===== src/pkg/gps_pkg.sv =====
// package for the gpio port with pin steering: map, fields, resets, routes
package gps_pkg;

	////////////////////////////////////////////////////////////////////////
	// widths
	localparam int REG_W  = 8;
	localparam int PIN_W  = 16;
	localparam int FN_N   = 9;
	localparam int ADDR_W = 8;
	localparam int DATA_W = 32;
	localparam int SYNC_N = 2;

	////////////////////////////////////////////////////////////////////////
	// register byte offsets
	localparam logic [ADDR_W-1:0] OFS_DIR_A = 8'h00;
	localparam logic [ADDR_W-1:0] OFS_DIR_B = 8'h04;
	localparam logic [ADDR_W-1:0] OFS_PIN_A = 8'h08;
	localparam logic [ADDR_W-1:0] OFS_PIN_B = 8'h0C;
	localparam logic [ADDR_W-1:0] OFS_LAT_A = 8'h10;
	localparam logic [ADDR_W-1:0] OFS_LAT_B = 8'h14;
	localparam logic [ADDR_W-1:0] OFS_ANA_A = 8'h18;
	localparam logic [ADDR_W-1:0] OFS_ANA_B = 8'h1C;
	localparam logic [ADDR_W-1:0] OFS_WPU_B = 8'h20;
	localparam logic [ADDR_W-1:0] OFS_APS0  = 8'h24;
	localparam logic [ADDR_W-1:0] OFS_APS1  = 8'h28;

	////////////////////////////////////////////////////////////////////////
	// reset values
	localparam logic [REG_W-1:0] DIR_RST = 8'hFF;
	localparam logic [REG_W-1:0] LAT_RST = 8'h00;
	localparam logic [REG_W-1:0] ANA_RST = 8'h00;
	localparam logic [REG_W-1:0] WPU_RST = 8'h00;
	localparam logic [REG_W-1:0] APS_RST = 8'h00;
	localparam logic [REG_W-1:0] APS1_MASK = 8'h01;
	localparam int TXCK_BIT = 0;

	////////////////////////////////////////////////////////////////////////
	// steerable functions, index = bit in {select1[0], select0[7:0]}
	localparam int FN_CAPCOMP1 = 0;
	localparam int FN_PWM1_C   = 1;
	localparam int FN_PWM1_D   = 2;
	localparam int FN_CAPCOMP2 = 3;
	localparam int FN_PWM2_B   = 4;
	localparam int FN_SS_ONE   = 5;
	localparam int FN_SDO_ONE  = 6;
	localparam int FN_RXDT     = 7;
	localparam int FN_TXCK     = 8;

	// pin index: port A pin n is n, port B pin n is 8+n
	localparam logic [FN_N-1:0][3:0] FN_PIN_DEF =
		{4'hA, 4'h9, 4'hA, 4'hD, 4'hF, 4'hE, 4'hF, 4'hE, 4'hB};
	localparam logic [FN_N-1:0][3:0] FN_PIN_ALT =
		{4'hD, 4'hA, 4'h6, 4'h5, 4'h6, 4'h7, 4'h6, 4'h7, 4'h8};

	////////////////////////////////////////////////////////////////////////
	// carriers
	typedef struct packed {
		logic [FN_N-1:0] en;
		logic [FN_N-1:0] out;
		logic [FN_N-1:0] oe;
	} gps_periph_t;

	typedef struct packed {
		logic              psel;
		logic              penable;
		logic              pwrite;
		logic [ADDR_W-1:0] paddr;
		logic [DATA_W-1:0] pwdata;
	} gps_apb_req_t;

endpackage : gps_pkg


===== src/core/gps_sync.sv =====
// two-stage synchroniser for pad inputs
`timescale 1ns/1ps
module gps_sync #(
	parameter int WIDTH = 8
) (
	// clock and reset
	input  wire logic             ref_clk,
	input  wire logic             reset,
	// data
	input  wire logic [WIDTH-1:0] asyncIn,
	output logic      [WIDTH-1:0] syncOut
);

	logic [WIDTH-1:0] meta_q;
	logic [WIDTH-1:0] meta_d;
	logic [WIDTH-1:0] sync_q;
	logic [WIDTH-1:0] sync_d;

	// first stage feeds only the second stage
	always_comb
	begin
		meta_d = asyncIn;
		sync_d = meta_q;
	end

	always_ff @(posedge ref_clk)
	begin
		if (reset)
		begin
			meta_q <= '0;
			sync_q <= '0;
		end
		else
		begin
			meta_q <= meta_d;
			sync_q <= sync_d;
		end
	end

	assign syncOut = sync_q;

endmodule : gps_sync


===== src/core/gps_port.sv =====
// gpio ports A and B with alternate pin steering, apb register slave
//
// The register offsets and the APB register port are this design's own decisions.
`timescale 1ns/1ps
// Functional notes
// - enabled peripheral takes over its pin from the gpio bit
// - each port has direction, pin-value and output latch registers
// - writing the pin-value register updates the output latch
// - latch read returns latch; pin-value read returns sampled pins
// - analog-select bits disable the digital input of the pin
// - analog-select registers exist on both ports; weak pull-up register on port B only
// - direction one is input, zero drives the pin from its latch
// - select registers route peripheral signals to one of two pins
// - nine steerable functions, including transmit/clock
// - changing a route never alters a direction register
// - overrides follow the function; unselected pin stays ordinary
// - select 0: eight rw bits, reset zero, receive at bit 7
// - receive route: port B pin 1 when clear, pin 2 when set
// - serial out route: port B pin 2 clear, port A pin 6 set
// - slave select route: port B pin 5 clear, port A pin 5 set
// - select 1 bit 0 routes transmit/clock; other bits read zero
module gps_port (
	// clock and reset
	input  wire logic                         ref_clk,
	input  wire logic                         reset,
	// apb slave
	input  wire gps_pkg::gps_apb_req_t        apbReq,
	output logic      [gps_pkg::DATA_W-1:0]   prdata,
	output logic                              pready,
	output logic                              pslverr,
	// pads
	input  wire logic [gps_pkg::PIN_W-1:0]    pinIn,
	output logic      [gps_pkg::PIN_W-1:0]    pinOut,
	output logic      [gps_pkg::PIN_W-1:0]    pinOe,
	output logic      [gps_pkg::PIN_W-1:0]    pullupOn,
	output logic      [gps_pkg::PIN_W-1:0]    analogOn,
	// peripherals
	input  wire gps_pkg::gps_periph_t         periph,
	output logic      [gps_pkg::FN_N-1:0]     periphIn
);
	import gps_pkg::*;

	////////////////////////////////////////////////////////////////////////
	// register state
	logic [REG_W-1:0] dirA_q, dirA_d, dirB_q, dirB_d;
	logic [REG_W-1:0] latA_q, latA_d, latB_q, latB_d;
	logic [REG_W-1:0] anaA_q, anaA_d, anaB_q, anaB_d;
	logic [REG_W-1:0] wpuB_q, wpuB_d;
	logic [REG_W-1:0] aps0_q, aps0_d, aps1_q, aps1_d;
	logic [DATA_W-1:0] prdata_q, prdata_d;
	logic              pready_q, pready_d;
	logic              pslverr_q, pslverr_d;
	logic [PIN_W-1:0]  pinOut_q, pinOut_d;
	logic [PIN_W-1:0]  pinOe_q, pinOe_d;
	logic [PIN_W-1:0]  pullup_q, pullup_d;
	logic [PIN_W-1:0]  analog_q, analog_d;
	logic [FN_N-1:0]   pIn_q, pIn_d;

	logic [PIN_W-1:0]  pinSync;
	logic [PIN_W-1:0]  digIn;
	logic [FN_N-1:0]   routeSel;
	logic              access;
	logic              commit;
	logic              wrDone;
	logic              mapped;
	logic [REG_W-1:0]  rdByte;
	logic [REG_W-1:0]  wrByte;

	////////////////////////////////////////////////////////////////////////
	// pad input sampling
	gps_sync #(
		.WIDTH (PIN_W)
	) u_sync (
		.ref_clk (ref_clk),
		.reset   (reset),
		.asyncIn (pinIn),
		.syncOut (pinSync)
	);

	// disabled buffer reads low, saves toggling in analog mode
	assign digIn = pinSync & ~{anaB_q, anaA_q};

	////////////////////////////////////////////////////////////////////////
	// apb decode; answer one cycle into the access phase
	assign access = apbReq.psel & apbReq.penable;
	assign commit = access & pready_q;
	assign wrDone = commit & apbReq.pwrite;
	assign wrByte = apbReq.pwdata[REG_W-1:0];

	always_comb
	begin
		mapped = 1'b1;
		rdByte = '0;
		unique case (apbReq.paddr)
			OFS_DIR_A: rdByte = dirA_q;
			OFS_DIR_B: rdByte = dirB_q;
			OFS_PIN_A: rdByte = digIn[REG_W-1:0];
			OFS_PIN_B: rdByte = digIn[PIN_W-1:REG_W];
			OFS_LAT_A: rdByte = latA_q;
			OFS_LAT_B: rdByte = latB_q;
			OFS_ANA_A: rdByte = anaA_q;
			OFS_ANA_B: rdByte = anaB_q;
			OFS_WPU_B: rdByte = wpuB_q;
			OFS_APS0:  rdByte = aps0_q;
			OFS_APS1:  rdByte = aps1_q & APS1_MASK;
			default:   mapped = 1'b0;
		endcase
	end

	always_comb
	begin
		pready_d  = access & ~pready_q;
		pslverr_d = access & ~pready_q & ~mapped;
		prdata_d  = prdata_q;
		if (access & ~pready_q)
		begin
			prdata_d = '0;
			if (~apbReq.pwrite)
				prdata_d[REG_W-1:0] = rdByte;
		end
	end

	////////////////////////////////////////////////////////////////////////
	// register writes, taken on the completing edge only
	always_comb
	begin
		dirA_d = dirA_q;
		dirB_d = dirB_q;
		latA_d = latA_q;
		latB_d = latB_q;
		anaA_d = anaA_q;
		anaB_d = anaB_q;
		wpuB_d = wpuB_q;
		aps0_d = aps0_q;
		aps1_d = aps1_q;
		if (wrDone)
		begin
			unique case (apbReq.paddr)
				OFS_DIR_A: dirA_d = wrByte;
				OFS_DIR_B: dirB_d = wrByte;
				OFS_PIN_A, OFS_LAT_A: latA_d = wrByte;
				OFS_PIN_B, OFS_LAT_B: latB_d = wrByte;
				OFS_ANA_A: anaA_d = wrByte;
				OFS_ANA_B: anaB_d = wrByte;
				OFS_WPU_B: wpuB_d = wrByte;
				OFS_APS0:  aps0_d = wrByte;
				OFS_APS1:  aps1_d = wrByte & APS1_MASK;
				default:   ;
			endcase
		end
	end

	////////////////////////////////////////////////////////////////////////
	// pin steering and pad drive
	assign routeSel = {aps1_q[TXCK_BIT], aps0_q};

	always_comb
	begin
		logic [3:0] pinIdx;
		pinIdx   = '0;
		pinOut_d = {latB_q, latA_q};
		pinOe_d  = ~{dirB_q, dirA_q};
		pIn_d    = '0;
		// later functions win when two claim one pin
		for (int f = 0; f < FN_N; f++)
		begin
			pinIdx = routeSel[f] ? FN_PIN_ALT[f] : FN_PIN_DEF[f];
			if (periph.en[f])
			begin
				pinOut_d[pinIdx] = periph.out[f];
				pinOe_d[pinIdx]  = periph.oe[f];
			end
			pIn_d[f] = digIn[pinIdx];
		end
		// pull-ups only act while the pin is an input
		pullup_d = {wpuB_q & dirB_q, {REG_W{1'b0}}};
		analog_d = {anaB_q, anaA_q};
	end

	////////////////////////////////////////////////////////////////////////
	// registers
	always_ff @(posedge ref_clk)
	begin
		if (reset)
		begin
			dirA_q    <= DIR_RST;
			dirB_q    <= DIR_RST;
			latA_q    <= LAT_RST;
			latB_q    <= LAT_RST;
			anaA_q    <= ANA_RST;
			anaB_q    <= ANA_RST;
			wpuB_q    <= WPU_RST;
			aps0_q    <= APS_RST;
			aps1_q    <= APS_RST;
			prdata_q  <= '0;
			pready_q  <= 1'b0;
			pslverr_q <= 1'b0;
			pinOut_q  <= '0;
			pinOe_q   <= '0;
			pullup_q  <= '0;
			analog_q  <= '0;
			pIn_q     <= '0;
		end
		else
		begin
			dirA_q    <= dirA_d;
			dirB_q    <= dirB_d;
			latA_q    <= latA_d;
			latB_q    <= latB_d;
			anaA_q    <= anaA_d;
			anaB_q    <= anaB_d;
			wpuB_q    <= wpuB_d;
			aps0_q    <= aps0_d;
			aps1_q    <= aps1_d;
			prdata_q  <= prdata_d;
			pready_q  <= pready_d;
			pslverr_q <= pslverr_d;
			pinOut_q  <= pinOut_d;
			pinOe_q   <= pinOe_d;
			pullup_q  <= pullup_d;
			analog_q  <= analog_d;
			pIn_q     <= pIn_d;
		end
	end

	assign prdata   = prdata_q;
	assign pready   = pready_q;
	assign pslverr  = pslverr_q;
	assign pinOut   = pinOut_q;
	assign pinOe    = pinOe_q;
	assign pullupOn = pullup_q;
	assign analogOn = analog_q;
	assign periphIn = pIn_q;

	logic firstAcc;
	assign firstAcc = access & ~pready_q;
endmodule : gps_port


===== config.mk =====
export PLATFORM = sky130hd
export DESIGN_NAME = gps_port
export DESIGN_NICKNAME = d
export VERILOG_FILES = /design/src/pkg/gps_pkg.sv /design/src/core/gps_sync.sv /design/src/core/gps_port.sv
export SDC_FILE = /design/constraint.sdc
export NUM_CORES = 1
export LEC_CHECK = 0
export BUFFER_PORTS_ARGS = -buffer_cell sky130_fd_sc_hd__clkbuf_2
export CAP_MARGIN = 20
export CORE_ASPECT_RATIO = 0.6
export CORE_MARGIN = 3
export CORE_UTILIZATION = 45
export CTS_CLUSTER_DIAMETER = 80
export DETAILED_ROUTE_END_ITERATION = 6
export PLACE_DENSITY = 0.73
export SLEW_MARGIN = 20
export SYNTH_ARGS = -nofsm -noshare
export SYNTH_HDL_FRONTEND = slang
export SYNTH_SLANG_ARGS = --single-unit

===== constraint.sdc =====
create_clock -name ref_clk -period 3.81 [get_ports ref_clk]
set_clock_uncertainty 0.2 [all_clocks]
set_input_delay 0.5715 -clock ref_clk [delete_from_list [all_inputs] [get_ports ref_clk]]
set_output_delay 0.5715 -clock ref_clk [all_outputs]
set_load 0.005 [all_outputs]

-- Word-level counts from Yosys, hierarchy flattened
Cells that the tools add are included.
- word-level logic and storage cells: 165
- output and inout bits: 107
- register bits: 180
- mux-type cells: 84
- magnitude comparators: 18
- equal/unequal tests: 10
- bitwise gates (word level): 11
- reduce and logical (&&, ||, !) cells: 22
- operators by type and width (operator ; number):
    16-bit bitwise mux ; 18
    16-bit 2-to-1 mux ; 18
    8-bit case mux with 11 select lines ; 1
    4-bit by 5-bit < comparator with 1-bit output, second input constant ; 9
    1-bit binary-select mux with 4-bit select ; 9
    1-bit demux with 4-bit select ; 9
    4-bit by 1-bit >= comparator with 1-bit output, second input constant ; 9
    8-bit by 5-bit equality test with 1-bit output, second input constant ; 4
    16-bit NOT ; 2
    8-bit by 6-bit equality test with 1-bit output, second input constant ; 3
    4-bit 2-to-1 mux ; 6
    1-bit 2-to-1 mux ; 19
    2-bit AND reduction ; 9
    16-bit AND ; 1
    8-bit by 4-bit equality test with 1-bit output, second input constant ; 2
    11-bit OR reduction ; 1
    1-bit logical AND ; 9
    8-bit AND ; 1
    8-bit by 3-bit equality test with 1-bit output, second input constant ; 1
    8-bit logical NOT ; 1
    8-bit 2-to-1 mux ; 1
    1-bit AND ; 5
    2-bit 2-to-1 mux ; 2
    2-bit OR reduction ; 2
    2 further kinds ; 3

-- Depth between registers and ports, before layout
- word-level depth: 23
- depth in mapped cells: 7

-- Hierarchy
A second synthesis with hierarchy kept.
- cell total of the unflattened synthesis: 758
- area, all modules: 6905.4 µm²
- modules (own cells, without submodules) (module ; area each (µm²) ; cells each ; sequential area each (µm²) ; times used):
    gps_port ; 6042.0 ; 691 ; 2802.7 ; 1
    gps_sync ; 863.3 ; 67 ; 640.6 ; 1

-- Least setup slack after synthesis
Ideal clock, no wire load.
- path type: input port to flip-flop
- start: in apbReq[33] (netlist name)
- end: reg latB_q[0]
- stages on the path: 7
- arrival time: 1.843 ns
- setup slack: 1.639 ns
- cell sequence: buf_6 or4b_1 buf_6 o22ai_4 nand2_4 mux2i_1 nor2_1
- word-level cells in the longest chain between the ends: 3
- RTL lines (what ; line ; RTL):
    start: declaration ; gps_port.sv:27 ; input wire gps_pkg::gps_apb_req_t apbReq,
    8-bit by 4-bit equality test with 1-bit output / 8-bit by 5-bit equality test with 1-bit output (equally long branches) ; gps_port.sv:138 ; unique case (apbReq.paddr)
    2-bit OR reduction (*) ; gps_port.sv:138 ;
    2-bit AND reduction (no line) (*) ; - ;
    end signal: assignment ; gps_port.sv:209 ; latB_q <= latB_d;
    end: declaration ; gps_port.sv:46 ; logic [REG_W-1:0] latA_q, latA_d, latB_q, latB_d;
Every way passes the cells marked *; elsewhere a longest branch is shown, timed or not.
A chain may end at the register's enable or synchronous reset.

-- Final worst setup path
- start: in apbReq[36] (netlist name)
- end: reg dirB_q[7]
- word-level cells in the longest chain between the ends: 2
- RTL lines (what ; line ; RTL):
    8-bit by 3-bit equality test with 1-bit output ; gps_port.sv:138 ;
    2-bit AND reduction (no line) ; - ;
    end signal: assignment ; gps_port.sv:207 ; dirB_q <= dirB_d;
    end: declaration ; gps_port.sv:45 ; logic [REG_W-1:0] dirA_q, dirA_d, dirB_q, dirB_d;
Every way passes these cells.

==> results.txt <==
----------------------------------------------------
[Min path]
  Min-Delay Path Class ... in -> reg
  Cell depth of the worst min-delay path ... 2

[Routing]
  Number of vias in the routed layout ... 5680
  Via density per instance ... 5.24
  Drt wl/cell ... 17.4 um
  DRT iter0 DRCs ... 506
  Wire length reported by the detailed router ... between 15000 and 20000 um
  DRC violation count after routing ... 0
  Initial DRT Pass Iterations ... 5
  Number of nets with antenna violations after routing ... 0

[STA]
  Fmax achieved ... 402 MHz
  Final Setup Violations ... 0
  Final worst hold slack ... 0.154 ns
  Unrepaired setup endpoints after global routing ... false
  Hold Fails Final Rpt ... 0
  Setup WS post-layout ... 1.32 ns
  Tmin final ... 2.49 ns
  Total Neg Setup Slack ... 0 ns
  Share of the clock period used by the worst path ... 0.653
  Max-slew violation total from the final report ... 0
  Transition time of the tightest slew-check pin ... just over 0.8 ns
  Worst slew margin ... 0.452

[Run]
  Max-Cap Viols ... 0

[Die]
  Area of the core ... about 16000 um2
  Area enclosed by the die boundary ... about 18000 um2
  Starting density of the core ... 0.465
  Chip height ... between 100 and 150 um
  Die W ... 169 um
  Number of cell rows ... 35
  Ports ... 195

[Pwr]
  Sequential Power Share ... 0.472
  Net Sw Frac ... 0.218
  Max VDD drop ... 0.000218 V
  Switch Pwr ... around 0.00085 W
  P_int ... 0.00303 W
  Cell Pwr Density ... 460 nW/um2
  Fraction of power consumed by the clock network ... 0.472
  Combinational Power Share ... 0.056
  Leakage ... between 3 and 4 nW

[Clock network]
  Buffer levels on the longest clock path ... 2
  Total clock sinks ... 172
  Post-CTS clock slew at the launch and capture registers of the worst setup and hold paths ... ~0.070 ns
  CTS tree ... done
  Total setup buffers inserted after CTS ... 0
  Number of gates given a new drive strength after cts ... 0
  Cell at the root of the clock tree ... sky130_fd_sc_hd__clkbuf_16
  Clock latency at the later pin of the worst-skew pair ... 0.42 ns
  TritonCTS Buffers ... 17
  Level count of the clock H-tree ... 4
  Hold buffer count at CTS ... 0

[Synthesis]
  Average instance area after synthesis ... 9.56 um2
  Synthesized flop and latch total ... roughly 170
  Synthesized instance count ... 754
  EDFF count, synth ... 0
  Post-synthesis async set-or-reset flop share ... 0
  Number of distinct library cells after synthesis ... 66
  Portion of the post-synthesis area used by sequential elements ... 0.477
  Primary flip-flop cell chosen by synthesis mapping ... sky130_fd_sc_hd__dfxtp_1
  Ys Warns ... 0
  Post-synthesis cell area ... 7210 um2

[Setup path]
  Kind of end point of the critical path ... register
  Data required time at the worst endpoint ... 3.92 ns
  Worst setup path category ... in -> reg
  Maximum fanout count along the critical path ... 25
  Depth of the worst register-to-register path ... 5
  Worst Setup Start Kind ... input port
  Crit path arrival time ... 2.60 ns

[Finish]
  Fillers ... 1423
  Synth-to-layout area growth ... 17.0%
  Fraction of layout instances using a drive strength above 1 ... 0.233
  Number of antenna repair diodes ... 0
  Net count, final ... between 900 and 1000

[Place]
  Setup slack at placement ... 0.946 ns
  Port Buffers ... 138
  GP Congestion ... 0.910
  Post-detail-place hpwl ... 13500 um

[GRT]
  Pin count of the biggest net entering global routing ... 87
  First-pass GRT wire length ... 28900 um
  Number of global-route vias before repair ... 5193
  Number of antenna violations at the first check in global routing ... 0
  GRT Total Usage ... 0.210
  GRT overflow ... 0

[Outcome]
  Result of the run ... completed

----------------------------------------------------
[cells in the mapped netlist (2+ instances only)]
| cell | n | area (um2) |
|---|---|---|
| sky130_fd_sc_hd__nor2_8 | 3 | 60.1 |
| sky130_fd_sc_hd__nor2_2 | 3 | 18.8 |
| sky130_fd_sc_hd__nand3_1 | 11 | 55.1 |
| sky130_fd_sc_hd__clkbuf_1 | 27 | 101 |
| sky130_fd_sc_hd__inv_1 | 3 | 11.3 |
| sky130_fd_sc_hd__nand2_4 | 2 | 22.5 |
| sky130_fd_sc_hd__nor2_1 | 109 | 409 |
| sky130_fd_sc_hd__a21oi_1 | 20 | 100 |
| sky130_fd_sc_hd__a311oi_1 | 3 | 26.3 |
| sky130_fd_sc_hd__nand2_1 | 69 | 259 |
| sky130_fd_sc_hd__a221oi_1 | 2 | 17.5 |
| sky130_fd_sc_hd__or4_1 | 2 | 15.0 |
| sky130_fd_sc_hd__nor4_2 | 2 | 25.0 |
| sky130_fd_sc_hd__nor2_4 | 3 | 33.8 |
| sky130_fd_sc_hd__mux2i_1 | 68 | 681 |
| sky130_fd_sc_hd__buf_2 | 3 | 15.0 |
| sky130_fd_sc_hd__o21ai_1 | 3 | 15.0 |
| sky130_fd_sc_hd__or2_2 | 2 | 12.5 |
| sky130_fd_sc_hd__nor2b_1 | 63 | 394 |
| sky130_fd_sc_hd__nor3b_1 | 4 | 30.0 |
| sky130_fd_sc_hd__o21ai_0 | 15 | 75.1 |
| sky130_fd_sc_hd__a32oi_1 | 5 | 43.8 |
| sky130_fd_sc_hd__nand2b_1 | 12 | 75.1 |
| sky130_fd_sc_hd__a31oi_1 | 5 | 31.3 |
| sky130_fd_sc_hd__o22ai_1 | 2 | 12.5 |
| sky130_fd_sc_hd__buf_6 | 7 | 78.8 |
| sky130_fd_sc_hd__a211oi_1 | 11 | 82.6 |
| sky130_fd_sc_hd__nor4_1 | 4 | 25.0 |
| sky130_fd_sc_hd__o32ai_1 | 2 | 17.5 |
| sky130_fd_sc_hd__buf_1 | 4 | 15.0 |
| sky130_fd_sc_hd__clkbuf_8 | 4 | 55.1 |
| sky130_fd_sc_hd__or3_1 | 3 | 18.8 |
| sky130_fd_sc_hd__dfxtp_1 | 172 | 3440 |
| sky130_fd_sc_hd__o211ai_1 | 7 | 52.6 |
| sky130_fd_sc_hd__nand4bb_1 | 2 | 22.5 |
| sky130_fd_sc_hd__buf_4 | 32 | 240 |
| sky130_fd_sc_hd__mux2_2 | 5 | 56.3 |
| sky130_fd_sc_hd__or4b_1 | 2 | 20.0 |
| sky130_fd_sc_hd__nor3_1 | 3 | 15.0 |
| sky130_fd_sc_hd__nand3b_1 | 22 | 165 |
| sky130_fd_sc_hd__a22oi_1 | 8 | 60.1 |
[power by group through the flow]
stage                     logic [W]  registers (W)  clock network (W)
final                      0.000218        0.00183            0.00183
after global routing       0.000238        0.00183            0.00193
after CTS                  0.000215        0.00183            0.00185
after detailed placement   0.000213        0.00187                  0
after global placement     0.000212        0.00187                  0
after floorplan            0.000160        0.00187                  0
[per-layer routing]
| metal | GRT usage | vias to the layer above | routed length (um) |
|---|---|---|---|
| li1 | - | 2748 | - |
| met1 | 0.316 | 2668 | 9040 |
| met2 | 0.295 | 243 | 7940 |
| met3 | 0.0555 | 21 | 1610 |
| met4 | 0.0519 | 0 | 233 |
| met5 | 0 | - | 0 |
[worst max-delay path: stages]
cell                       delay, ns
sky130_fd_sc_hd__clkbuf_2       0.41
sky130_fd_sc_hd__nor4_2         0.83
sky130_fd_sc_hd__nand3_1        0.49
sky130_fd_sc_hd__nand2_1        0.19
sky130_fd_sc_hd__nand3b_1       0.09
[registers in the layout (all words and copies together) (netlist names), 9 cells and up]
| register | count |
|---|---|
| pinOut | 16 |
| analogOn | 16 |
| u_sync.meta_q | 16 |
| periphIn | 9 |
| u_sync.syncOut | 16 |
| pinOe | 16 |
[stage by stage]
stage                     total power (W)  area [um2]  cells  utilization
after floorplan                   0.00203        7330    785            -
after global placement            0.00208        7810   1053        0.504
after detailed placement          0.00208        7810   1053        0.504
after CTS                         0.00390        8440   1083        0.544
after global routing              0.00400        8440   1083        0.544
final                             0.00388        8440   1083        0.544
[cell families (layout without fill, tap and decap cells)]
| group | Yosys count | in the layout | share of synthesized area |
|---|---|---|---|
| other | 1 | 32 | 0.000520 |
| multiplexers | 74 | 74 | 0.105 |
| flip-flops | 172 | 172 | 0.477 |
| AND/OR/NAND/NOR | 332 | 332 | 0.249 |
| buffers and inverters | 80 | 175 | 0.0717 |
| AO/OA/AOI/OAI | 95 | 95 | 0.0961 |
[layout by cell type (no fill, tap or decap), types with 3 or more instances in the layout]
master	n
sky130_fd_sc_hd__dfxtp_1	172
sky130_fd_sc_hd__inv_1	3
sky130_fd_sc_hd__o211ai_1	7
sky130_fd_sc_hd__a31oi_1	5
sky130_fd_sc_hd__clkinv_4	5
sky130_fd_sc_hd__bufinv_16	4
sky130_fd_sc_hd__mux2_2	5
sky130_fd_sc_hd__conb_1	32
sky130_fd_sc_hd__buf_4	4
sky130_fd_sc_hd__nand3_1	11
sky130_fd_sc_hd__a211oi_1	11
sky130_fd_sc_hd__a21oi_1	20
sky130_fd_sc_hd__nor3b_1	4
sky130_fd_sc_hd__clkbuf_2	137
sky130_fd_sc_hd__mux2i_1	68
sky130_fd_sc_hd__nor3_1	3
sky130_fd_sc_hd__a311oi_1	3
sky130_fd_sc_hd__nor2_4	3
sky130_fd_sc_hd__or3_1	3
sky130_fd_sc_hd__o21ai_1	3
sky130_fd_sc_hd__nand3b_1	22
sky130_fd_sc_hd__nor2_1	109
sky130_fd_sc_hd__nor2b_1	63
sky130_fd_sc_hd__nand2b_1	12
sky130_fd_sc_hd__a22oi_1	8
sky130_fd_sc_hd__nor2_8	3
sky130_fd_sc_hd__nor2_2	3
sky130_fd_sc_hd__nand2_1	69
sky130_fd_sc_hd__o21ai_0	15
sky130_fd_sc_hd__nor4_1	4
sky130_fd_sc_hd__a32oi_1	5
sky130_fd_sc_hd__clkbuf_16	17
[final timing paths]
check | start | end | slack, ns
worst max-delay path | apbReq[36] | dirB_q[7] | 1.32
worst min-delay path | pinIn[15] | u_sync.meta_q[15] | 0.15
worst max register to register | pready | anaB_q[3] | 1.61
worst min register to register | u_sync.meta_q[0] | u_sync.syncOut[0] | 0.24
[cell type report]
cell class | instances | area, um2 | area share
clock inverters | 9 | 164 | 0.0194
multi-input cells | 533 | 3370 | 0.399
inverters | 3 | 11.3 | 0.00133
repair buffers | 142 | 736 | 0.0872
flip-flops and latches | 172 | 3440 | 0.408
clock buffers | 21 | 460 | 0.0546
well taps | 203 | 254 | 0.0301
Power figures use the tool's default switching activity.
